**config.mk**
```make
export PLATFORM = sky130hd
export DESIGN_NAME = bpsc_power_control
export DESIGN_NICKNAME = d
export VERILOG_FILES = /design/src/include/bpsc_pkg.sv /design/src/bpsc_ready_filter.sv /design/src/bpsc_power_control.sv
export SDC_FILE = /design/constraint.sdc
export NUM_CORES = 1
export LEC_CHECK = 0
export BUFFER_PORTS_ARGS = -buffer_cell sky130_fd_sc_hd__clkbuf_2
export CAP_MARGIN = 25
export CORE_AREA = 2 2 137 85
export DETAILED_ROUTE_END_ITERATION = 6
export DIE_AREA = 0 0 139 87
export HOLD_SLACK_MARGIN = 0.08
export PLACE_DENSITY = 0.68
export SYNTH_ARGS = -nofsm -noshare
export SYNTH_HDL_FRONTEND = slang
export SYNTH_HIERARCHICAL = 1
export SYNTH_SLANG_ARGS = --single-unit
```
**constraint.sdc**
```tcl
create_clock -name clk -period 2 [get_ports clk]
set_clock_uncertainty 0.2 [all_clocks]
set_input_delay 0.3 -clock clk [delete_from_list [all_inputs] [get_ports clk]]
set_output_delay 0.3 -clock clk [all_outputs]
set_load 0.03 [all_outputs]
```
**src/include/bpsc_pkg.sv**
```systemverilog
// Package with the constants and carrier types of the bridge power state controller.
package bpsc_pkg;

  localparam int unsigned CLK_HZ = 50_000_000;
  localparam int unsigned READY_FILTER_MS = 25;
  localparam int unsigned RESET_DELAY_MS = 25;
  localparam int unsigned READY_FILTER_CYCLES = (CLK_HZ / 1000) * READY_FILTER_MS;
  localparam int unsigned RESET_DELAY_CYCLES = (CLK_HZ / 1000) * RESET_DELAY_MS;
  localparam int unsigned TIMER_WIDTH = 21;
  localparam int unsigned RESET_PULSE_CYCLES = 50;

  localparam int unsigned DATA_WIDTH = 16;
  localparam int unsigned CS_WIDTH = 2;
  localparam int unsigned ADDR_WIDTH = 3;

  localparam logic [1:0] SYNC_RESET = 2'h0;
  localparam logic DESC_SET_FIRST = 1'h0;
  localparam logic DESC_SET_SECOND = 1'h1;

  typedef enum logic [1:0] {
    BPSC_LINE_SUSPEND,
    BPSC_LINE_OPERATIONAL,
    BPSC_LINE_FLOAT
  } bpsc_line_t;

  // Drive levels of the storage bus control pins, whether idle, active or suspended.
  typedef struct packed {
    logic [CS_WIDTH-1:0] chipSelectN;
    logic [ADDR_WIDTH-1:0] regAddress;
    logic readStrobeN;
    logic writeStrobeN;
    logic dmaAckN;
    logic storageBusResetN;
    logic busPulldownEnable;
    logic busPullupEnable;
  } bpsc_ctrl_pins_t;

  // Power qualifying inputs after synchronisation.
  typedef struct packed {
    logic busDrawSelect;
    logic drivePowerOk;
    logic hostSupplyPresent;
    logic attachedDriveReady;
    logic storagePortEnable;
  } bpsc_power_in_t;

  localparam bpsc_ctrl_pins_t PINS_LOW = '0;
  localparam bpsc_ctrl_pins_t PINS_IDLE = '{
    chipSelectN: '1, regAddress: '1, readStrobeN: 1'h1, writeStrobeN: 1'h1,
    dmaAckN: 1'h1, storageBusResetN: 1'h1, busPulldownEnable: 1'h0,
    busPullupEnable: 1'h1};

endpackage

```
**src/bpsc_ready_filter.sv**
```systemverilog
// Drive ready filter: accepts a rise after a stable period, drops on a fall at once.
`timescale 1ns/1ps
`default_nettype none
module bpsc_ready_filter #(
  parameter int unsigned FILTER_CYCLES = bpsc_pkg::READY_FILTER_CYCLES
) (
  // Clock and reset
  input wire logic clk,
  input wire logic reset_n,
  // Raw and synchronised ready input
  input wire logic readyRaw,
  input wire logic readySync,
  // Filtered result
  output logic readyFiltered,
  output logic readyRise
);

  logic [bpsc_pkg::TIMER_WIDTH-1:0] count;
  logic [bpsc_pkg::TIMER_WIDTH-1:0] next_count;
  logic readyState;
  logic countDone;
  logic dropNow;

  assign countDone = (count >= bpsc_pkg::TIMER_WIDTH'(FILTER_CYCLES - 1));
  // The raw pin is looked at only to clear; no decision is taken on it otherwise.
  assign dropNow = ~readyRaw | ~readySync;
  assign next_count = (readySync && !countDone) ? count + 1'b1 : count;

  always_ff @(posedge clk or negedge reset_n)
  begin
    if (!reset_n)
    begin
      count <= '0;
      readyState <= 1'b0;
      readyRise <= 1'b0;
    end
    else if (dropNow)
    begin
      count <= '0;
      readyState <= 1'b0;
      readyRise <= 1'b0;
    end
    else
    begin
      count <= next_count;
      readyState <= readyState | countDone;
      readyRise <= countDone & ~readyState;
    end
  end

  assign readyFiltered = readyState & readyRaw;

endmodule
`default_nettype wire

```
**src/bpsc_power_control.sv**
```systemverilog
// Top of the bridge power state controller: power qualifying, low power and line states.
// Operation
// Status reply reports self or bus powered from bus-draw select level.
// Internal reset when bus-draw select high under a self-powered configuration.
// Internal reset when bus-draw select changes while configuration value is zero.
// First descriptor set when bus-draw select asserted, otherwise second set.
// Configuration enables drive-power-ok and chooses its active polarity.
// Enabled inactive drive-power-ok after configuration load enters low power.
// Low power from drive power loss ends when drive-power-ok becomes active.
// D+ pull-up driven only while host supply is present.
// Host supply absent after configuration load enters low power.
// Host supply returning resumes normal operation.
// Drive ready rise: wait 25 ms, then pulse storage bus reset.
// Ready accepted after 25 ms stable high, cleared at once on falling.
// Ready low with port enabled: machines idle, bus outputs driven low.
// Low power flag active in any low power state.
// Power grant asserted under bus-powered configuration with bus-draw select active.
// USB suspend drops power grant and enters low power.
// USB resume restores operation and power grant as configuration requires.
// Suspended line state drives all storage bus pins low.
// Operational state: pulldown 0, pullup 1, idle controls high.
// Port disabled floats every storage bus signal, pull enables included.
// Chip reset low with port enabled selects suspended line state.
// Operational only with reset, enable, ready high and drive power valid.
// Port disabled suspends storage machines while USB continues.
// Asynchronous power inputs synchronised before use in decisions; port enable and the ready drop use the raw pins.
`timescale 1ns/1ps
`default_nettype none
module bpsc_power_control #(
  parameter int unsigned READY_FILTER_CYCLES = bpsc_pkg::READY_FILTER_CYCLES,
  parameter int unsigned RESET_DELAY_CYCLES = bpsc_pkg::RESET_DELAY_CYCLES
) (
  // Clock and reset
  input wire logic clk,
  input wire logic reset_n,
  // Power qualifying pins
  input wire logic busDrawSelect,
  input wire logic drivePowerOk,
  input wire logic hostSupplyPresent,
  input wire logic attachedDriveReady,
  input wire logic storagePortEnable,
  input wire logic chipReset_n,
  // Configuration and USB state from the protocol engine
  input wire logic configLoaded,
  input wire logic drivePowerEnable,
  input wire logic drivePowerActiveHigh,
  input wire logic [7:0] usbConfigValue,
  input wire logic configSelfPowered,
  input wire logic usbSuspend,
  // Storage bus data driven by the command engine while operational
  input wire logic [bpsc_pkg::DATA_WIDTH-1:0] busDataOut,
  input wire logic busDataDrive,
  input wire bpsc_pkg::bpsc_ctrl_pins_t busActivePins,
  input wire logic busActive,
  // Power and USB outputs
  output logic statusSelfPowered,
  output logic descriptorSet,
  output logic internalReset,
  output logic dplusPullup,
  output logic low_power_flag_n,
  output logic power_grant_n,
  output logic storageMachinesRun,
  // Storage bus pins
  output logic [bpsc_pkg::DATA_WIDTH-1:0] busData,
  output logic busDataOe,
  output bpsc_pkg::bpsc_ctrl_pins_t busPins,
  output logic busPinsOe,
  output bpsc_pkg::bpsc_line_t lineState
);

  ////////////////////////////////////////////////////////////////////////////
  // Synchronisers.

  bpsc_pkg::bpsc_power_in_t syncA;
  bpsc_pkg::bpsc_power_in_t syncB;
  bpsc_pkg::bpsc_power_in_t rawIn;
  logic resetSyncA;
  logic resetSyncB;

  assign rawIn = '{busDrawSelect: busDrawSelect, drivePowerOk: drivePowerOk,
    hostSupplyPresent: hostSupplyPresent, attachedDriveReady: attachedDriveReady,
    storagePortEnable: storagePortEnable};

  // Two flops per pin, so a pin that moves near the edge settles before the synchronised decisions see it; port enable and the ready drop read the raw pins.
  always_ff @(posedge clk or negedge reset_n)
  begin
    if (!reset_n)
    begin
      syncA <= '0;
      syncB <= '0;
      resetSyncA <= 1'b0;
      resetSyncB <= 1'b0;
    end
    else
    begin
      syncA <= rawIn;
      syncB <= syncA;
      resetSyncA <= chipReset_n;
      resetSyncB <= resetSyncA;
    end
  end

  ////////////////////////////////////////////////////////////////////////////
  // Power qualification.

  logic drivePowerGood;
  logic lowPower;
  logic drawPrev;
  logic drawChanged;
  logic next_internalReset;
  logic configActive;
  logic grantNow;

  // Disabled means the input never blocks; polarity is chosen by configuration.
  assign drivePowerGood = !drivePowerEnable ||
    (syncB.drivePowerOk == drivePowerActiveHigh);
  // Low power is a level recomputed each cycle, so each cause clears itself on return.
  assign lowPower = (configLoaded && !drivePowerGood) ||
    (configLoaded && !syncB.hostSupplyPresent) ||
    usbSuspend;
  assign drawChanged = syncB.busDrawSelect ^ drawPrev;
  // A zero configuration value means the host has not configured the device yet.
  assign configActive = (usbConfigValue != 8'h00);
  assign next_internalReset =
    (syncB.busDrawSelect && configSelfPowered && configActive) ||
    (drawChanged && !configActive);
  // The grant drops on suspend and returns by itself once the suspend level falls.
  assign grantNow = syncB.busDrawSelect && !configSelfPowered && configActive &&
    !usbSuspend;

  always_ff @(posedge clk or negedge reset_n)
  begin
    if (!reset_n)
    begin
      drawPrev <= 1'b0;
      internalReset <= 1'b0;
      statusSelfPowered <= 1'b1;
      descriptorSet <= bpsc_pkg::DESC_SET_SECOND;
      dplusPullup <= 1'b0;
      low_power_flag_n <= 1'b1;
      power_grant_n <= 1'b1;
    end
    else
    begin
      drawPrev <= syncB.busDrawSelect;
      internalReset <= next_internalReset;
      statusSelfPowered <= ~syncB.busDrawSelect;
      descriptorSet <= syncB.busDrawSelect ? bpsc_pkg::DESC_SET_FIRST :
        bpsc_pkg::DESC_SET_SECOND;
      dplusPullup <= syncB.hostSupplyPresent & ~lowPower;
      low_power_flag_n <= ~lowPower;
      power_grant_n <= ~grantNow;
    end
  end

  ////////////////////////////////////////////////////////////////////////////
  // Drive ready filter and delayed storage bus reset.

  logic readyFiltered;
  logic readyRise;
  logic [bpsc_pkg::TIMER_WIDTH-1:0] delayCount;
  logic delayRun;
  logic [7:0] pulseCount;
  logic pulseOn;
  logic delayDone;
  logic pulseDone;
  logic resetWaiting;
  logic [bpsc_pkg::TIMER_WIDTH-1:0] next_delayCount;
  logic [7:0] next_pulseCount;

  // The filter looks at the raw pin only to drop ready; acceptance uses the synchronised copy.
  bpsc_ready_filter #(
    .FILTER_CYCLES(READY_FILTER_CYCLES)
  ) u_ready_filter (
    .clk(clk),
    .reset_n(reset_n),
    .readyRaw(attachedDriveReady),
    .readySync(syncB.attachedDriveReady),
    .readyFiltered(readyFiltered),
    .readyRise(readyRise)
  );

  assign delayDone = delayRun &&
    (delayCount >= bpsc_pkg::TIMER_WIDTH'(RESET_DELAY_CYCLES - 1));
  assign pulseDone = (pulseCount >= 8'(bpsc_pkg::RESET_PULSE_CYCLES - 1));
  assign next_delayCount = delayRun ? delayCount + 1'b1 : delayCount;
  assign next_pulseCount = pulseOn ? pulseCount + 1'b1 : pulseCount;
  // The cycle of the accepted rise counts as waiting too, else the machines would run once.
  assign resetWaiting = readyRise || delayRun;

  // A ready drop cancels the wait at once, so a bouncing drive never gets a stale reset.
  always_ff @(posedge clk or negedge reset_n)
  begin
    if (!reset_n)
    begin
      delayCount <= '0;
      delayRun <= 1'b0;
    end
    else if (!readyFiltered)
    begin
      delayCount <= '0;
      delayRun <= 1'b0;
    end
    else if (readyRise)
    begin
      delayCount <= '0;
      delayRun <= 1'b1;
    end
    else if (delayDone)
    begin
      delayRun <= 1'b0;
    end
    else
    begin
      delayCount <= next_delayCount;
    end
  end

  // Storage bus reset pulse of fixed width, started when the wait runs out.
  always_ff @(posedge clk or negedge reset_n)
  begin
    if (!reset_n)
    begin
      pulseCount <= '0;
      pulseOn <= 1'b0;
    end
    else if (!readyFiltered)
    begin
      pulseCount <= '0;
      pulseOn <= 1'b0;
    end
    else if (delayDone)
    begin
      pulseCount <= '0;
      pulseOn <= 1'b1;
    end
    else
    begin
      pulseCount <= next_pulseCount;
      pulseOn <= pulseOn && !pulseDone;
    end
  end

  ////////////////////////////////////////////////////////////////////////////
  // Line state selection and pin drive.

  bpsc_pkg::bpsc_line_t next_lineState;
  bpsc_pkg::bpsc_ctrl_pins_t opPins;
  bpsc_pkg::bpsc_ctrl_pins_t next_busPins;
  logic operational;
  logic nextOperational;

  // Selecting a line state and testing for it are kept in one place.
  function automatic logic line_is_operational(input bpsc_pkg::bpsc_line_t line);
    return line == bpsc_pkg::BPSC_LINE_OPERATIONAL;
  endfunction

  // Port enable is not synchronised here so that floating follows it promptly.
  assign operational = resetSyncB && readyFiltered && drivePowerGood;
  assign next_lineState = !storagePortEnable ? bpsc_pkg::BPSC_LINE_FLOAT :
    (!resetSyncB ? bpsc_pkg::BPSC_LINE_SUSPEND :
    (operational ? bpsc_pkg::BPSC_LINE_OPERATIONAL :
    bpsc_pkg::BPSC_LINE_SUSPEND));
  assign nextOperational = line_is_operational(next_lineState);

  always_comb
  begin
    opPins = busActive && !pulseOn && !resetWaiting ? busActivePins :
      bpsc_pkg::PINS_IDLE;
    opPins.busPulldownEnable = 1'b0;
    opPins.busPullupEnable = 1'b1;
    opPins.storageBusResetN = ~pulseOn;
  end

  // Every pin is driven from a flop, so the pads never see the select logic settle.
  assign next_busPins = nextOperational ? opPins : bpsc_pkg::PINS_LOW;

  always_ff @(posedge clk or negedge reset_n)
  begin
    if (!reset_n)
    begin
      lineState <= bpsc_pkg::BPSC_LINE_FLOAT;
      busPins <= bpsc_pkg::PINS_LOW;
      busPinsOe <= 1'b0;
      busData <= '0;
      busDataOe <= 1'b0;
      storageMachinesRun <= 1'b0;
    end
    else
    begin
      lineState <= next_lineState;
      busPins <= next_busPins;
      busPinsOe <= storagePortEnable;
      busData <= nextOperational ? busDataOut : '0;
      busDataOe <= storagePortEnable && (!nextOperational || busDataDrive);
      storageMachinesRun <= nextOperational && !resetWaiting;
    end
  end

endmodule
`default_nettype wire

```
==> flow_metrics.env <==
export IMPL_synth_cell_types=60
export IMPL_root_buffer="clkbuf_16"
export IMPL_cp_start_kind="flop"
export IMPL_critical_path_class="flop to flop"
export IMPL_hp_class="input pin to flop"
export IMPL_via_per_inst=5.53
export IMPL_antenna_left=0
export IMPL_total_power_uw=4030
export IMPL_required_ns=2.05
export IMPL_power_leakage_uw=0.00337
export IMPL_fin_util=0.635
export IMPL_rows=30
export IMPL_seq_area_frac_synth=0.524
export IMPL_power_density_nw_per_um2=580
export IMPL_finalSetupViolations=39
export IMPL_hold_start="usbConfigValue[2]"
export IMPL_netlist_area_um2=4780
export IMPL_fmax_mhz=426
export IMPL_grt_pass1_wl_um=22700
export IMPL_crit_arrival_ns=2.40
export IMPL_clk_path_buf_depth=2
export IMPL_hold_viol_final=0
export IMPL_htreeDepth=3
export IMPL_grt_max_degree=41
export IMPL_dp_slack_ns=-0.304
export IMPL_tightest_slew_ns=0.585
export IMPL_crit_path_end_kind="flop"
export IMPL_grt_overflow=0
export IMPL_path_max_fanout=8
export IMPL_drt_first_pass_iters=5
export IMPL_cts_tree="built"
export IMPL_dpl_hpwl_um=8960
export IMPL_synthCells=466
export IMPL_yosys_warnings=6
export IMPL_antenna_found_initial=0
export IMPL_rsz0062_at_grt="true"
export IMPL_nNetsFinal=717
export IMPL_vias=4484
export IMPL_ir_worst_vdd_mv=0.410
export IMPL_r2r_start="u_ready_filter/count[15]"
export IMPL_layout_drive_gt1_share=0.360
export IMPL_clk_latency_ns=0.34
export IMPL_finalInstanceArea_um2=6960
export IMPL_wire_per_inst_um=17.3
export IMPL_synthArstFlopShare=1.00
export IMPL_avgSynthCellArea_um2=10.3
export IMPL_drv_cap=0
export IMPL_cts_made_buffers=9
export IMPL_die_h_um=87
export IMPL_synth_ff_type="dfrtp_1"
export IMPL_synth_edff_count=0
export IMPL_synth_nets=521
export IMPL_setup_slack_ns=-0.346
export IMPL_die_width_um=139
export IMPL_drt_iter0_markers=337
export IMPL_remaining_drc_errors=0
export IMPL_io_pins=88
export IMPL_start_util=0.436
export IMPL_cts_sinks=100
export IMPL_routed_wl_um=14000
export IMPL_syn_to_final_growth_pct=45.4
export IMPL_slew_viol_final=0
export IMPL_io_buffers=83
export IMPL_grt_pass1_vias=4624
export IMPL_worstSetupStartpoint="u_ready_filter/count[15]"
export IMPL_core_area_um2=11000
export IMPL_status="finished, violations left"
export IMPL_die_area_um2=12100
export IMPL_clkTransAtPathRegs_ns=0.07
export IMPL_place_area_um2=5840
export IMPL_ys_ff_latch=100
export IMPL_grt_use_total=0.237
export IMPL_fin_crit_sh=1.17
export IMPL_failed_checks="setup timing"
export IMPL_period_needed_ns=2.35
export IMPL_antennaDiodeCount=0
export IMPL_relSlewSlack=0.610
export IMPL_place_gp_congestion=0.891
synthesized netlist by cell type, types with 4 or more instances:
library cell  instances  share of area
a31oi_1              10          0.013
and3_1               12          0.016
xor2_1               10          0.018
xnor2_1               6          0.011
dfrtp_1              96           0.50
a31o_2                4         0.0073
a2111o_1              6          0.014
dfstp_2               4          0.022
nand4_1              13          0.017
nor2_1               53          0.042
and2_1               25          0.033
buf_2                 4         0.0042
clkbuf_1             16          0.013
nand2b_1             11          0.014
mux2i_1               9          0.019
nor3_1                7         0.0073
o21ai_0              12          0.013
ha_1                  5          0.013
inv_1                 8         0.0063
a21oi_1              16          0.017
nand3_1              15          0.016
nand2_1              52          0.041
a41o_1                8          0.017
and4_1                7          0.013
nor4_1                4         0.0052
worst max-delay path, stage by stage, from the launching register on:
cell,delay [ns]
dfrtp_1,0.42
or4_4,0.56
a211oi_4,0.27
o31ai_4,0.22
a2111oi_4,0.36
mux2i_1,0.23
worst paths after layout:
path | depth (start not counted) | endpoint | slack (ns)
setup reg to reg | 5 | u_ready_filter/count[11] | -0.35
min in group asynchronous | 2 | busData[6] | 0.21
max in group asynchronous | 3 | lineState[1] | 0.81
hold / removal | 4 | internalReset | 0.12
hold reg to reg | 0 | syncB[1] | 0.15
setup / recovery | 5 | u_ready_filter/count[11] | -0.35
flip-flops by register name, indices dropped and copies added (netlist names), 2 cells and up:
name,count
u_ready_filter/count,21
pulseCount,8
busData,16
lineState,2
syncB,4
delayCount,21
busPins,9
syncA,4
what timing repair did:
action / in CTS / in global routing
gates cloned: 3 / 0
pin swaps: 12 / 27
gates resized for setup: 34 / 25
hold endpoints to repair: 130 / 0
hold buffers: 36 / 0
setup endpoints to repair: 48 / 52
buffers inserted: 11 / 7
routing by layer:
| metal | global-route usage | vias up | share of wire |
|---|---|---|---|
| met2 | 0.395 | 216 | 0.48 |
| met3 | 0.0583 | 25 | 0.070 |
| met5 | 0 | - | 0 |
| li1 | - | 2044 | - |
| met4 | 0.0753 | 0 | 0.015 |
| met1 | 0.311 | 2199 | 0.44 |
kinds of logic after synthesis:
group / after synthesis / share of synthesized area
AOI/OAI and AO/OA: 85 / 0.145
xor gates and xnor gates: 16 / 0.0293
adders and majority gates: 5 / 0.0131
buffers and inverters: 35 / 0.0332
DFF: 100 / 0.524
muxes: 9 / 0.0188
other: 1 / 0.000784
and+or+nand+nor: 215 / 0.235
through the flow:
stage               cells  hold slack, ns  setup TNS [ns]
global route          811           0.113          -10.45
detailed placement    740          0.0394           -6.31
floorplan             466          -0.196          -0.770
finish                811           0.117           -7.75
CTS                   806           0.101           -5.13
global placement      740          0.0351           -5.16
power breakdown:
part | total, µW | leakage (µW) | internal, µW | switching [µW]
sequential | 2050 | 0.00135 | 2050 | 7.73
combinational | 240 | 0.00189 | 114 | 125
clock | 1740 | 0.000136 | 978 | 762
area by class of cell:
cell class	instances	area (µm²)
clock buffer	11	233
clock inverter	5	62.6
fill	848	4010
inverter	8	30.0
multi-input combinational	332	2370
sequential	100	2510
tap	144	180
timing repair buffer	211	1570
layout by cell type (no fill, tap or decap), types with 8 or more instances in the layout:
| master | instances |
|---|---|
| a21oi_1 | 9 |
| a41o_1 | 8 |
| and2_1 | 25 |
| and3_1 | 12 |
| buf_4 | 78 |
| buf_6 | 10 |
| clkbuf_16 | 9 |
| clkbuf_2 | 82 |
| dfrtp_1 | 93 |
| dlygate4sd3_1 | 36 |
| inv_1 | 8 |
| mux2i_1 | 9 |
| nand2_1 | 52 |
| nand2b_1 | 10 |
| nand3_1 | 14 |
| nand4_1 | 13 |
| nor2_1 | 53 |
| o21ai_1 | 8 |
| xor2_1 | 10 |
(Power assumes the default switching activity.)
